$ cat src/shared/tolr_consts.svh
// Overview of operation
// - In latch-release mode the latched shutoff state is left on an off-to-on edge of the reset source chosen by the reset-action setting.
// - The latched state is never left while either torque-off input is off, and reset edges seen then are dropped.
// - In alarm-shutdown mode the latched state is left only on a rising edge of the alarm clear input.
// - With both torque-off inputs off the monitor output is raised and motor power is removed.
// - An excitation command present while the shutoff clear input is on excites the motor in the same step as the release.
// - On a release with excitation, ready rises together with direct command ready, or with pulse command ready in pulse-input operation.
// - Both inputs off with the monitor on enters the latched state or alarm shutdown, as the mode setting selects.
// - Exactly one input off raises the emergency stop circuit error alarm and keeps the motor unexcited.
`ifndef TOLR_CONSTS_SVH
`define TOLR_CONSTS_SVH
// ==========================================
// Register map
`define TOLR_ADR_CTRL 4'h0
`define TOLR_ADR_STAT 4'h1
`define TOLR_ADR_IRQ_STAT 4'h2
`define TOLR_ADR_IRQ_CLR 4'h3
`define TOLR_ADR_IRQ_EN 4'h4
// ==========================================
// Control fields
`define TOLR_CTRL_MODE 0
`define TOLR_CTRL_SRC_LO 1
`define TOLR_CTRL_SRC_HI 2
`define TOLR_CTRL_PULSE 3
`define TOLR_CTRL_RST 4'h0
// ==========================================
// Reset source codes
`define TOLR_SRC_SHUTOFF_CLR 2'h0
`define TOLR_SRC_ALARM_CLR 2'h1
`define TOLR_SRC_AUX 2'h2
// ==========================================
// Event bits
`define TOLR_EV_LATCH 0
`define TOLR_EV_ALARM 1
`define TOLR_EV_RELEASE 2
`define TOLR_EV_DROPPED 3
`endif

$ cat src/shared/tolr_pkg.sv
package tolr_pkg;
   typedef enum logic [2:0] {
      TOLR_RUN = 3'h1,
      TOLR_LATCHED = 3'h2,
      TOLR_ALARM = 3'h4
   } tolr_state_t;
endpackage : tolr_pkg

$ cat src/shared/tolr_edge_if.sv
`timescale 1ns/1ps
`default_nettype none
// Carries reset source rising edges from the edge stage to the sequencer
interface tolr_edge_if;
   logic [3:0] rise;
   modport src (output rise);
   modport dst (input rise);
endinterface : tolr_edge_if
`default_nettype wire

$ cat src/core/tolr_edge.sv
`timescale 1ns/1ps
`default_nettype none
module tolr_edge #(
   parameter int N = 4
) (
   // Clock and reset
   input wire logic clk_i,
   input wire logic rst_i,
   // Sources
   input wire logic [N-1:0] lvl_i,
   // Edges out
   tolr_edge_if.src e
);
   logic [N-1:0] prev_reg;
   logic [N-1:0] prev_next;
   // Only four source lanes fit the edge carrier, so refuse any other width at elaboration
   if (N != 4) begin : g_bad_n
      $error("tolr_edge needs N of 4");
   end
   // Previous sample, reset as on so a held source gives no edge
   always_comb begin
      prev_next = lvl_i;
   end
   always_ff @(posedge clk_i) begin
      if (rst_i) begin
         prev_reg <= '1;
      end else begin
         prev_reg <= prev_next;
      end
   end
   assign e.rise = lvl_i & ~prev_reg;
endmodule : tolr_edge
`default_nettype wire

$ cat src/core/tolr_top.sv
`timescale 1ns/1ps
`default_nettype none
`include "tolr_consts.svh"
module tolr_top
   import tolr_pkg::*;
(
   // Clock and reset
   input wire logic clk_i,
   input wire logic rst_i,
   // Wishbone slave
   input wire logic wb_cyc_i,
   input wire logic wb_stb_i,
   input wire logic wb_we_i,
   input wire logic [3:0] wb_adr_i,
   input wire logic [3:0] wb_sel_i,
   input wire logic [31:0] wb_dat_i,
   output logic [31:0] wb_dat_o,
   output logic wb_ack_o,
   // Safety and operator inputs
   input wire logic torque_off_in_a,
   input wire logic torque_off_in_b,
   input wire logic shutoff_clear_in,
   input wire logic alarm_clear_in,
   input wire logic aux_reset_in,
   input wire logic excite_cmd_i,
   // Drive outputs
   output logic shutoff_monitor_out,
   output logic motor_power_o,
   output logic alarm_o,
   output logic ready_o,
   output logic direct_cmd_ready_out,
   output logic pulse_cmd_ready_out,
   output logic irq_o
);
   // ==========================================
   // Edge stage
   tolr_edge_if eif ();
   logic [3:0] lvl;
   assign lvl = {1'b0, aux_reset_in, alarm_clear_in, shutoff_clear_in};
   tolr_edge #(.N(4)) u_edge (
      .clk_i(clk_i),
      .rst_i(rst_i),
      .lvl_i(lvl),
      .e(eif.src)
   );
   // ==========================================
   // Sequencer state
   tolr_state_t state_reg, state_next;
   logic mon_reg, mon_next;
   logic pwr_reg, pwr_next;
   logic alm_reg, alm_next;
   logic rdy_reg, rdy_next;
   logic drdy_reg, drdy_next;
   logic prdy_reg, prdy_next;
   logic [3:0] ctrl_reg;
   logic [3:0] ev;
   logic both_off, one_off, both_on, src_edge, rel_edge;
   always_comb begin
      both_off = ~torque_off_in_a & ~torque_off_in_b;
      one_off = torque_off_in_a ^ torque_off_in_b;
      both_on = torque_off_in_a & torque_off_in_b;
      case (ctrl_reg[`TOLR_CTRL_SRC_HI:`TOLR_CTRL_SRC_LO])
         `TOLR_SRC_SHUTOFF_CLR: src_edge = eif.rise[`TOLR_SRC_SHUTOFF_CLR];
         `TOLR_SRC_ALARM_CLR: src_edge = eif.rise[`TOLR_SRC_ALARM_CLR];
         `TOLR_SRC_AUX: src_edge = eif.rise[`TOLR_SRC_AUX];
         default: src_edge = 1'b0;
      endcase
      // Alarm-shutdown releases only from the alarm clear edge
      rel_edge = ctrl_reg[`TOLR_CTRL_MODE] ? eif.rise[`TOLR_SRC_ALARM_CLR] : src_edge;
   end
   // Next state; latching has priority over any release in the same cycle
   always_comb begin
      state_next = state_reg;
      ev = 4'h0;
      case (state_reg)
         TOLR_RUN: begin
            if (both_off) begin
               state_next = ctrl_reg[`TOLR_CTRL_MODE] ? TOLR_ALARM : TOLR_LATCHED;
               ev[`TOLR_EV_LATCH] = 1'b1;
            end else if (one_off) begin
               ev[`TOLR_EV_ALARM] = ~alm_reg;
            end
         end
         TOLR_LATCHED, TOLR_ALARM: begin
            if (rel_edge && both_on && !alm_reg) begin
               state_next = TOLR_RUN;
               ev[`TOLR_EV_RELEASE] = 1'b1;
            end else if (rel_edge) begin
               ev[`TOLR_EV_DROPPED] = 1'b1;
            end
         end
         default: state_next = TOLR_LATCHED;
      endcase
   end
   // Outputs follow the next state so they move in the release step
   always_comb begin
      mon_next = both_off || (state_next != TOLR_RUN);
      // Circuit alarm held until cleared with both inputs on
      alm_next = (alm_reg | one_off) & ~(eif.rise[`TOLR_SRC_ALARM_CLR] & both_on);
      pwr_next = (state_next == TOLR_RUN) && both_on && !alm_next && excite_cmd_i;
      rdy_next = pwr_next;
      drdy_next = pwr_next && !ctrl_reg[`TOLR_CTRL_PULSE];
      prdy_next = pwr_next && ctrl_reg[`TOLR_CTRL_PULSE];
   end
   always_ff @(posedge clk_i) begin
      if (rst_i) begin
         state_reg <= TOLR_LATCHED;
         mon_reg <= 1'b1;
         pwr_reg <= 1'b0;
         alm_reg <= 1'b0;
         rdy_reg <= 1'b0;
         drdy_reg <= 1'b0;
         prdy_reg <= 1'b0;
      end else begin
         state_reg <= state_next;
         mon_reg <= mon_next;
         pwr_reg <= pwr_next;
         alm_reg <= alm_next;
         rdy_reg <= rdy_next;
         drdy_reg <= drdy_next;
         prdy_reg <= prdy_next;
      end
   end
   // ==========================================
   // Register bus
   logic [3:0] ctrl_next;
   logic [3:0] ist_reg, ist_next;
   logic [3:0] ien_reg, ien_next;
   logic ack_reg, ack_next;
   logic [31:0] dat_reg, dat_next;
   logic irq_reg, irq_next;
   logic wr, rd;
   // Single-cycle ack; the extra term keeps back-to-back strobes from double acking
   always_comb begin
      wr = wb_cyc_i && wb_stb_i && wb_we_i && !ack_reg && wb_sel_i[0];
      rd = wb_cyc_i && wb_stb_i && !ack_reg;
      ack_next = wb_cyc_i && wb_stb_i && !ack_reg;
      ctrl_next = (wr && wb_adr_i == `TOLR_ADR_CTRL) ? wb_dat_i[3:0] : ctrl_reg;
      ien_next = (wr && wb_adr_i == `TOLR_ADR_IRQ_EN) ? wb_dat_i[3:0] : ien_reg;
      // Set wins over clear so no event is lost
      ist_next = ((wr && wb_adr_i == `TOLR_ADR_IRQ_CLR) ? (ist_reg & ~wb_dat_i[3:0]) : ist_reg) | ev;
      irq_next = |(ist_next & ien_next);
      dat_next = 32'h0;
      if (rd) begin
         case (wb_adr_i)
            `TOLR_ADR_CTRL: dat_next = {28'h0, ctrl_reg};
            `TOLR_ADR_STAT: dat_next = {22'h0, state_reg, alm_reg, mon_reg, pwr_reg, rdy_reg, 1'b0,
                                        torque_off_in_b, torque_off_in_a};
            `TOLR_ADR_IRQ_STAT: dat_next = {28'h0, ist_reg};
            `TOLR_ADR_IRQ_EN: dat_next = {28'h0, ien_reg};
            default: dat_next = 32'h0;
         endcase
      end
   end
   always_ff @(posedge clk_i) begin
      if (rst_i) begin
         ctrl_reg <= `TOLR_CTRL_RST;
         ist_reg <= 4'h0;
         ien_reg <= 4'h0;
         ack_reg <= 1'b0;
         dat_reg <= 32'h0;
         irq_reg <= 1'b0;
      end else begin
         ctrl_reg <= ctrl_next;
         ist_reg <= ist_next;
         ien_reg <= ien_next;
         ack_reg <= ack_next;
         dat_reg <= dat_next;
         irq_reg <= irq_next;
      end
   end
   assign wb_ack_o = ack_reg;
   assign wb_dat_o = dat_reg;
   assign irq_o = irq_reg;
   assign shutoff_monitor_out = mon_reg;
   assign motor_power_o = pwr_reg;
   assign alarm_o = alm_reg;
   assign ready_o = rdy_reg;
   assign direct_cmd_ready_out = drdy_reg;
   assign pulse_cmd_ready_out = prdy_reg;
   // ==========================================
   // Checks
   a_both_off_mon: assert property (@(posedge clk_i) disable iff (rst_i)
      (!torque_off_in_a && !torque_off_in_b) |=> (shutoff_monitor_out && !motor_power_o))
      else $error("monitor not raised with both inputs off");
   a_latch_holds_mon: assert property (@(posedge clk_i) disable iff (rst_i)
      (state_reg != TOLR_RUN) |-> shutoff_monitor_out)
      else $error("monitor dropped while latched");
   a_no_release_off: assert property (@(posedge clk_i) disable iff (rst_i)
      (state_reg != TOLR_RUN && !(torque_off_in_a && torque_off_in_b)) |=> (state_reg != TOLR_RUN))
      else $error("released with an input off");
   a_alarm_mode_src: assert property (@(posedge clk_i) disable iff (rst_i)
      (state_reg == TOLR_ALARM && !eif.rise[`TOLR_SRC_ALARM_CLR]) |=> (state_reg == TOLR_ALARM))
      else $error("alarm shutdown left without alarm clear edge");
   a_latch_mode_sel: assert property (@(posedge clk_i) disable iff (rst_i)
      (state_reg == TOLR_RUN && !torque_off_in_a && !torque_off_in_b)
      |=> (state_reg == (ctrl_reg[`TOLR_CTRL_MODE] ? TOLR_ALARM : TOLR_LATCHED)))
      else $error("wrong shutoff state entered");
   a_one_off_alarm: assert property (@(posedge clk_i) disable iff (rst_i)
      (torque_off_in_a != torque_off_in_b) |=> (alarm_o && !motor_power_o))
      else $error("single input off without alarm");
   a_ready_pair: assert property (@(posedge clk_i) disable iff (rst_i)
      ready_o |-> (direct_cmd_ready_out != pulse_cmd_ready_out) && motor_power_o)
      else $error("ready outputs inconsistent");
   a_release_excite: assert property (@(posedge clk_i) disable iff (rst_i)
      (state_reg != TOLR_RUN && state_next == TOLR_RUN && excite_cmd_i && !alm_next)
      |=> motor_power_o && ready_o)
      else $error("no excitation on release");
   a_latch_src_edge: assert property (@(posedge clk_i) disable iff (rst_i)
      (state_reg == TOLR_LATCHED && !src_edge) |=> (state_reg == TOLR_LATCHED))
      else $error("latched state left without source edge");
   a_single_release: assert property (@(posedge clk_i) disable iff (rst_i)
      ev[`TOLR_EV_RELEASE] |=> !eif.rise[`TOLR_SRC_SHUTOFF_CLR] && !eif.rise[`TOLR_SRC_ALARM_CLR]
         && !eif.rise[`TOLR_SRC_AUX])
      else $error("edge repeated");
endmodule : tolr_top
`default_nettype wire

$ cat config.mk
export PLATFORM = sky130hd
export DESIGN_NAME = tolr_top
export DESIGN_NICKNAME = d
export VERILOG_FILES = /design/src/shared/tolr_pkg.sv /design/src/shared/tolr_edge_if.sv /design/src/core/tolr_edge.sv /design/src/core/tolr_top.sv
export VERILOG_INCLUDE_DIRS = /design/src /design/src/shared
export SDC_FILE = /design/constraint.sdc
export NUM_CORES = 1
export LEC_CHECK = 0
export ABC_AREA = 0
export BUFFER_PORTS_ARGS = -buffer_cell sky130_fd_sc_hd__buf_2
export CAP_MARGIN = 5
export CELL_PAD_IN_SITES_DETAIL_PLACEMENT = 0
export CELL_PAD_IN_SITES_GLOBAL_PLACEMENT = 2
export CORE_ASPECT_RATIO = 1.5
export CORE_MARGIN = 2
export CORE_UTILIZATION = 24
export CTS_CLUSTER_SIZE = 10
export DETAILED_ROUTE_END_ITERATION = 7
export PLACE_DENSITY = 0.87
export SETUP_SLACK_MARGIN = 0.5
export SYNTH_ARGS = -nofsm -noshare
export SYNTH_HDL_FRONTEND = slang
export SYNTH_HIERARCHICAL = 1
export SYNTH_SLANG_ARGS = --single-unit
export TNS_END_PERCENT = 50
$ cat constraint.sdc
create_clock -name clk_i -period 2.29 [get_ports clk_i]
set_input_delay 0.229 -clock clk_i [delete_from_list [all_inputs] [get_ports clk_i]]
set_output_delay 0.229 -clock clk_i [all_outputs]
set_load 0.01 [all_outputs]
# Word-level counts from Yosys, hierarchy flattened
# Index checks and enable logic that the tools add are counted.
# word_totals
reg_bits	57
input_bits	51
# op_classes
eq_ne	11
muxes	17
bitwise_logic	17
reduce_logical	25
# ops
cell	count
$pmux W10 S4	1
$logic_and A1 B1 Y1	15
$mux W3	3
$and A4 B4 Y4	2
$eq A4 B2 Y1 const B	2
$mux W4	2
$mux W1	7
$eq A3 B1 Y1 const B	2
$pmux W3 S2	1
$not A1 Y1	5
$and A1 B1 Y1	4
$eq A4 B1 Y1 const B	1
$eq A4 B3 Y1 const B	1
$logic_not A1 Y1	4
$logic_not A4 Y1	1
$mux W2	2
$not A4 Y4	1
$or A4 B4 Y4	1
$reduce_or A2 Y1	2
$reduce_or A4 Y1	1
$and A3 B3 Y3	1
$eq A3 B2 Y1 const B	1
$eq A3 B3 Y1 const B	1
$ne A3 B1 Y1 const B	1
8 further kinds	8

# Depth between registers and ports, before layout
# Gate-level depths: netlist of the first run.
# depth
ltp_word	13
ltp_mapped	7
mapped_depth_nobuf	7

# Hierarchy
# Netlist of the first run, hierarchy kept.
# modules_own_cells
module	instances	cells_each	area_per_inst_um2	seq_area_each_um2
tolr_top	1	174	1556.5	640.6
tolr_edge	1	12	130.1	80.1

# Least setup slack after synthesis of the first run
# OpenSTA, ideal clock, no wires.
# synth_path
path_type	flip-flop to flip-flop
startpoint	register ack_reg (netlist: wb_ack_o)
endpoint	register irq_reg (netlist: irq_o)
setup_time_ns	0.133
t_arrival_ns	1.569
required_time_ns	2.157
setup_slack_ns	0.587
stages_incl_launch_ff	7
period_less_slack_ns	1.703
path_cell_list	dfxtp_1 > nand3b_1 > nor4bb_1 > clkbuf_1 > mux2_2 > o21ai_0 > a31oi_1
# synth_between
elab_chain_len	8
elab_cells_between_ends	10
cone_classes	mux (2); bitwise (2); reduce/logical (6)
# synth_rtl
element	line_no	rtl
start, declared	tolr_top.sv:129	logic ack_reg, ack_next;
start signal, assigned	tolr_top.sv:167	ack_reg <= ack_next;
$logic_not A1 Y1 *	tolr_top.sv:135	wr = wb_cyc_i && wb_stb_i && wb_we_i && !ack_reg && wb_sel_i[0];
$logic_and A1 B1 Y1 * (2 in series)	tolr_top.sv:135	
$logic_and A1 B1 Y1 (no line)	-	
$mux W4	tolr_top.sv:141	ist_next = ((wr && wb_adr_i == `TOLR_ADR_IRQ_CLR) ? (ist_reg & ~wb_dat_i[3:0]) : ist_reg) | ev;
$or A4 B4 Y4	tolr_top.sv:141	
$and A4 B4 Y4 *	tolr_top.sv:142	irq_next = |(ist_next & ien_next);
$reduce_or A4 Y1 *	tolr_top.sv:142	
end signal, assigned	tolr_top.sv:169	irq_reg <= irq_next;
end, declared	tolr_top.sv:131	logic irq_reg, irq_next;
# Every way passes the cells marked *; elsewhere a longest branch is shown, timed or not.
# A chain may end at the register's enable or synchronous reset.

# Worst setup path in the final report of the first run
# layout_path
startpoint	register ctrl_reg[2]
endpoint	register prdy_reg (netlist: pulse_cmd_ready_out)
# layout_between
elab_chain_len	12
elab_cells_between_ends	14
cone_classes	eq/ne (3); mux (4); reduce/logical (7)
# layout_rtl
element	line_no	rtl
start, declared	tolr_top.sv:55	logic [3:0] ctrl_reg;
start signal, assigned	tolr_top.sv:157	ctrl_reg <= `TOLR_CTRL_RST;
start signal, assigned	tolr_top.sv:164	ctrl_reg <= ctrl_next;
$eq A2 B2 Y1 (tied with other cells)	tolr_top.sv:62	case (ctrl_reg[`TOLR_CTRL_SRC_HI:`TOLR_CTRL_SRC_LO])
$pmux W1 S3 *	tolr_top.sv:62	
$mux W1 *	tolr_top.sv:69	rel_edge = ctrl_reg[`TOLR_CTRL_MODE] ? eif.rise[`TOLR_SRC_ALARM_CLR] : src_edge;
$logic_and A1 B1 Y1 * (2 in series)	tolr_top.sv:85	if (rel_edge && both_on && !alm_reg) begin
$mux W3 *	tolr_top.sv:85	
$pmux W3 S2 *	tolr_top.sv:75	case (state_reg)
$eq A3 B1 Y1 *	tolr_top.sv:100	pwr_next = (state_next == TOLR_RUN) && both_on && !alm_next && excite_cmd_i;
$logic_and A1 B1 Y1 * (3 in series)	tolr_top.sv:100	
$logic_and A1 B1 Y1 *	tolr_top.sv:103	prdy_next = pwr_next && ctrl_reg[`TOLR_CTRL_PULSE];
end signal, assigned	tolr_top.sv:121	prdy_reg <= prdy_next;
end, declared	tolr_top.sv:54	logic prdy_reg, prdy_next;
# Marks and branches as above.

==> impl_results.md, run 1 <==
- Status: finished, final reports clean
- Initial DRC count: 70
- Initial core utilization: 24.5%
- Fin. max-slew vios: 0
- Fin crit period: 1790 ps
- Worst slack at placement: 353 ps
- Fmax achieved: around 0.56 GHz
- Port Buffers: 37
- CTS Sinks: 35
- Avg Cell Area, Syn: 9.04 µm²
- Max reg flops: 10
- Via/cell ratio: roughly 4.5
- Kind of cell adding the most delay to the critical path: compound AO/OA/AOI/OAI gates
- Gate Count Post-Synth: roughly 180
- Share of layout cells above drive strength 1: 26.1%
- Comb pwr share: roughly 8.9%
- Row count: 37
- FF-to-FF path depth: 5
- Final Routed Wirelength: 3670 µm
- Clk_skew: 6.86 ps
- Cell area after layout: 0.00198 mm²
- I/O pin cnt: 91
- Gpl congestion: around 0.76
- Clk slew on worst S/H paths: 70 ps
- # DRC: 0
- Final Net Count: 279
- Final hold vios: 0
- Pwr/cell area: 591 mW/mm²
- Detailed Place HPWL: around 2800 µm
- Placed cells: around 300
- Die Ht: 106 µm
- NetSw: ~0.28 mW
- Critical R2R Capture: pulse_cmd_ready_out
- Total power: roughly 1.2 mW
- Critical Path Start Type: flop
- Die width: roughly 72 µm
- Final core occ: 29.3%
- Worst R2R Start: ctrl_reg[2]
- Final setup viols: 0
- Hold Slack: 134 ps
- Root Driver: clkbuf_8
- CTS tree: done
- Worst Hold Path EP: u_edge/prev_reg[2]
- Clk pwr share: 38.0%
- WL/cell: 12.1 µm
- Switching Share: 24.0%
- First-pass GRT wire length: 5940 µm
- Cts bufs inserted: 5
- CP Capture Type: flop
- Vias: 1,355
- Final ANT Viol Nets: 0
- Max-cap violations: 0
- Die Footprint: 0.00759 mm²
- R2R setup slack: 500 ps
- Placed cell area: 0.00186 mm²
- Core box area: 0.00676 mm²
- Ant diodes: 0
- Worst hold start: aux_reset_in
- H-tree depth: 2
- Non-filler instance count after layout: 304
- Pint: 0.890 mW
- HP Class: input port to flop
- Ys Warns: 6
- Initial antenna violation count: 0
- Synth Cell Area: between 0.0015 and 0.002 mm²
- Critical path class: flop to flop
- GR Overflow Total: 0
- Vias in the first global route: 1,270
- Setup ws final: about 500 ps
- Crit-path cells: mux2i_1 > or3_4 > a2111o_1 > a211oi_4 > and2_1
- Static leakage: 0.858 nW
- First-pass detailed-route iteration total: 4
- Final Cycle Share: 78.1%
- Area delta synth->final: 19.7%
- Max Root-Sink Buffers: 2
- Buf/Inv on CP: 0
- Worst Path Required: between 2000 and 3000 ps
- Worst-skew pair later-pin latency: 280 ps
- Worst Hold Depth: 2
- Arrival time worst endpoint: 2020 ps
- Critical-path maximum fanout: 4
- Overall routing resource usage: 10.1%
- Flop pwr share: 53.1%
- Fill count: 736
- CP max-delay cell: a2111o_1
- Hold buffers post-CTS: 0
- Largest net degree at the start of global routing: 23
- Slowest cell delay on critical path: 440 ps
- RSZ-0062 raised after global routing: yes
- VDD IR max: 0.205 mV
- Total negative slack: 0 ps
layout by cell type, fill, tap and decap left out, drive strengths merged, types with 6 or more instances in the layout:
| cell type | count |
|---|---|
| conb | 22 |
| dfxtp | 35 |
| nor2 | 23 |
| clkbuf | 6 |
| nor2b | 8 |
| o21ai | 6 |
| mux2i | 10 |
| and3 | 6 |
| nand2 | 9 |
| buf | 44 |
| inv | 7 |
power groups by stage:
stage | Combinational, mW | Sequential [mW] | Clock (mW)
after floorplan | 0.0854 | 0.635 | 0
after global placement | 0.0972 | 0.635 | 0
after detailed placement | 0.0984 | 0.635 | 0
after CTS | 0.0995 | 0.621 | 0.459
after global routing | 0.117 | 0.622 | 0.477
final | 0.104 | 0.621 | 0.445
worst register-to-register path, delay by kind of cell, from the launching register on:
family	cells	cell delay, ps
AOI/OAI and AO/OA	2	740
DFF	1	360
muxes	1	120
and+or+nand+nor	2	520
metal layers:
metal	share of wire (%)	vias up	global-route usage [%]
met5	0	-	0
met4	2.7	0	5.26
met3	6.8	10	2.77
met2	52	59	18.4
li1	-	662	-
met1	39	624	10.2
what timing repair did:
| action | CTS | global route |
|---|---|---|
| buffers inserted | 0 | 2 |
| gates resized for setup | 2 | 3 |
| endpoints found under the hold margin | 0 | 0 |
| setup endpoints to repair | 4 | 5 |
| pin swaps | 1 | 0 |
worst max-delay path by stage:
stage | from | end | slack [ps] | cells past startpoint
after floorplan | wb_ack_o | irq_o | 590 | 6
after global placement | ctrl_reg[2] | pulse_cmd_ready_out | 380 | 5
after detailed placement | ctrl_reg[2] | pulse_cmd_ready_out | 350 | 5
after CTS | u_edge/prev_reg[2] | pulse_cmd_ready_out | 490 | 6
after global routing | u_edge/prev_reg[0] | pulse_cmd_ready_out | 410 | 6
final | ctrl_reg[2] | pulse_cmd_ready_out | 500 | 5
layout make-up:
class | instances | area [µm²] | share of cell area [%]
clock inverters | 1 | 5.00 | 0.253
inverters | 7 | 26.3 | 1.33
well taps | 78 | 97.6 | 4.93
repair buffers | 44 | 238 | 12.0
flip-flops and latches | 35 | 702 | 35.4
multi-input cells | 133 | 830 | 41.9
clock buffers | 6 | 82.6 | 4.17
No activity file was read; power rests on OpenSTA's default activity.
==> run 2, diff against run 1 <==
Settings changed: CORE_UTILIZATION 24 to 22, PLACE_DENSITY 0.87 to 0.85.
Clock period 2.29 ns to 1.6 ns, I/O delays scaled along.
==> run 2 against run 1 <==
Net effect:
- the run now ends with negative setup slack left
- via count grew 2.4%
- non-clock buffer count rose by 19
- final area is 14% higher
- worst hold slack worse by 69 ps
- die area is 8.7% higher
- core utilization rose by 1.8 points
- clock power grew 56%
- wire length is 5.0% higher
- total power is 51% higher
- largest power group unchanged
==> impl_results.md, run 2 (synthesis gave the netlist of run 1 again) <==
- WL/cell: 11.1 µm (-7.8%)
- I/O pin cnt: 91 (unchanged)
- Root Driver: clkbuf_8
- Status: finished, violations left
- Clk slew on worst S/H paths: 70 ps (about the same)
- Worst Path Required: 1760 ps (-760 ps)
- Via/cell ratio: 4.01 (-10%)
- Initial core utilization: 22.7% (-1.7 points)
- Total power: 1.77 mW (+51%)
- Core box area: 0.00727 mm² (+7.6%)
- Final Cycle Share: 110% (+31 points)
- Share of layout cells above drive strength 1: 37.8% (+12 points)
- Pwr/cell area: 781 mW/mm² (+32%)
- Largest net degree at the start of global routing: 14 (-39%)
- R2R setup slack: -150 ps (-650 ps)
- GR Overflow Total: 0 (unchanged)
- Final setup viols: 7 (+7)
- Max Root-Sink Buffers: 2 (unchanged)
- Critical Path Start Type: flop
- Die width: 74.8 µm (+4.2%)
- Cts bufs inserted: 5 (unchanged)
- Commonest non-fill, non-tap cell in the layout: buf_2
- H-tree depth: 2 (unchanged)
- Arrival time worst endpoint: 1910 ps (-110 ps)
- # DRC: 0 (unchanged)
- Final ANT Viol Nets: 0 (unchanged)
- Fmax achieved: 0.570 GHz (+2.0%)
- Die Footprint: 0.00824 mm² (+8.7%)
- Setup ws final: -154 ps (-655 ps)
- Max reg flops: 10 (unchanged)
- CTS tree: done
- Ant diodes: 0 (unchanged)
- First-pass detailed-route iteration total: 4 (unchanged)
- Final Net Count: 298 (+6.8%)
- Vias: 1,387 (+2.4%)
- Row count: 38 (+2.7%)
- Fin crit period: 1750 ps (-35.2 ps)
- Most frequent cells in the layout: buf_2, dfxtp_1, buf_4, conb_1, nor2_1
- VDD IR max: 0.443 mV (+120%)
- Detailed Place HPWL: 3140 µm (+11%)
- Static leakage: 0.969 nW (+13%)
- Critical-path maximum fanout: 4 (unchanged)
- Hold buffers post-CTS: 0 (unchanged)
- Max-cap violations: 0 (unchanged)
- Critical path class: flop to flop
- Overall routing resource usage: 10.2% (+0.070 points)
- RSZ-0062 raised after global routing: yes
- Fin. max-slew vios: 0 (unchanged)
- Failing checks: negative setup slack
- HP Class: input port to flop
- First-pass GRT wire length: 6300 µm (+6.0%)
- Port Buffers: 37 (unchanged)
- Area delta synth->final: 36.7%
- Die Ht: 110 µm (+4.3%)
- Final hold vios: 0 (unchanged)
- Final Routed Wirelength: 3850 µm (+5.0%)
- Total negative slack: -597 ps (-597 ps)
- CTS Sinks: 35 (unchanged)
- Gpl congestion: 0.760 (+0.33%)
- Initial antenna violation count: 0 (unchanged)
- CP Capture Type: flop
- Vias in the first global route: 1,388 (+9.3%)
- Worst-skew pair later-pin latency: 280 ps (about the same)
- Initial DRC count: 65 (-7.1%)
- Clk_skew: 7.62 ps (+0.767 ps)
-- run 2: cell count changes in the layout (fill, tap and decap cells not counted), moves of 2 or more --
cell	change
buf_6	+2
mux2i_4	+2
nor2_2	+2
nor2_1	-2
o21ai_2	+2
o21ai_0	-2
buf_4	+17
mux2i_1	-2
a21oi_1	-2
-- run 2: path summary, 6_finish.rpt --
check | from | endpoint | depth (start not counted)
max | wb_ack_o | irq_o | 6
min | shutoff_clear_in | u_edge/prev_reg[0] | 2
max reg2reg | wb_ack_o | irq_o | 6
min reg2reg | shutoff_monitor_out | wb_dat_o[5] | 1
-- run 2: through the flow --
stage / area [µm²] / hold WS, ps / utilization [%] / setup WS [ps] / cells
CTS: 2190 / 56.5 / 30.1 / -155 / 345
floorplan: 1780 / 257 / - / 21.1 / 204
global route: 2260 / 61.7 / 31.1 / -234 / 346
global placement: 2060 / 351 / 28.3 / -273 / 336
finish: 2260 / 65.1 / 31.1 / -154 / 346
detailed placement: 2060 / 355 / 28.3 / -261 / 336
-- run 2: power by group --
| group | total [mW] | leakage (nW) | internal (mW) | switching, mW |
|---|---|---|---|---|
| logic | 0.183 | 0.634 | 0.0755 | 0.107 |
| clock network | 0.696 | 0.0505 | 0.391 | 0.305 |
| registers | 0.887 | 0.284 | 0.882 | 0.00479 |
| total | 1.77 | 0.969 | 1.35 | 0.417 |
-- run 2: area by class of cell --
class | count | area, µm²
Clock buffer | 7 | 96.3
Multi-Input combinational cell | 133 | 915
Clock inverter | 1 | 7.51
Timing Repair Buffer | 63 | 388
Tap cell | 100 | 125
Fill cell | 783 | 5010
Inverter | 7 | 26.3
Sequential cell | 35 | 703
-- run 2: worst max-delay path, cell delays in order, from the launching register on --
cell and delay [ps]:
dfxtp_2 320, nand3b_1 240, buf_4 190, o41ai_1 410, o31a_1 240, o22a_1 150, a31oi_1 80
-- run 2: layer usage --
layer	GRT usage [%]	vias up	routed length (µm)
met2	19.0	51	2080
met1	10.8	623	1450
met3	2.73	4	272
met4	3.44	0	61
met5	0	-	0
li1	-	709	-
-- run 2: timing repair --
action                     4_1_cts  5_1_grt
resized for setup                9       12
buffers inserted                 1        1
pin swaps                        0        4
setup endpoints to repair       30       31
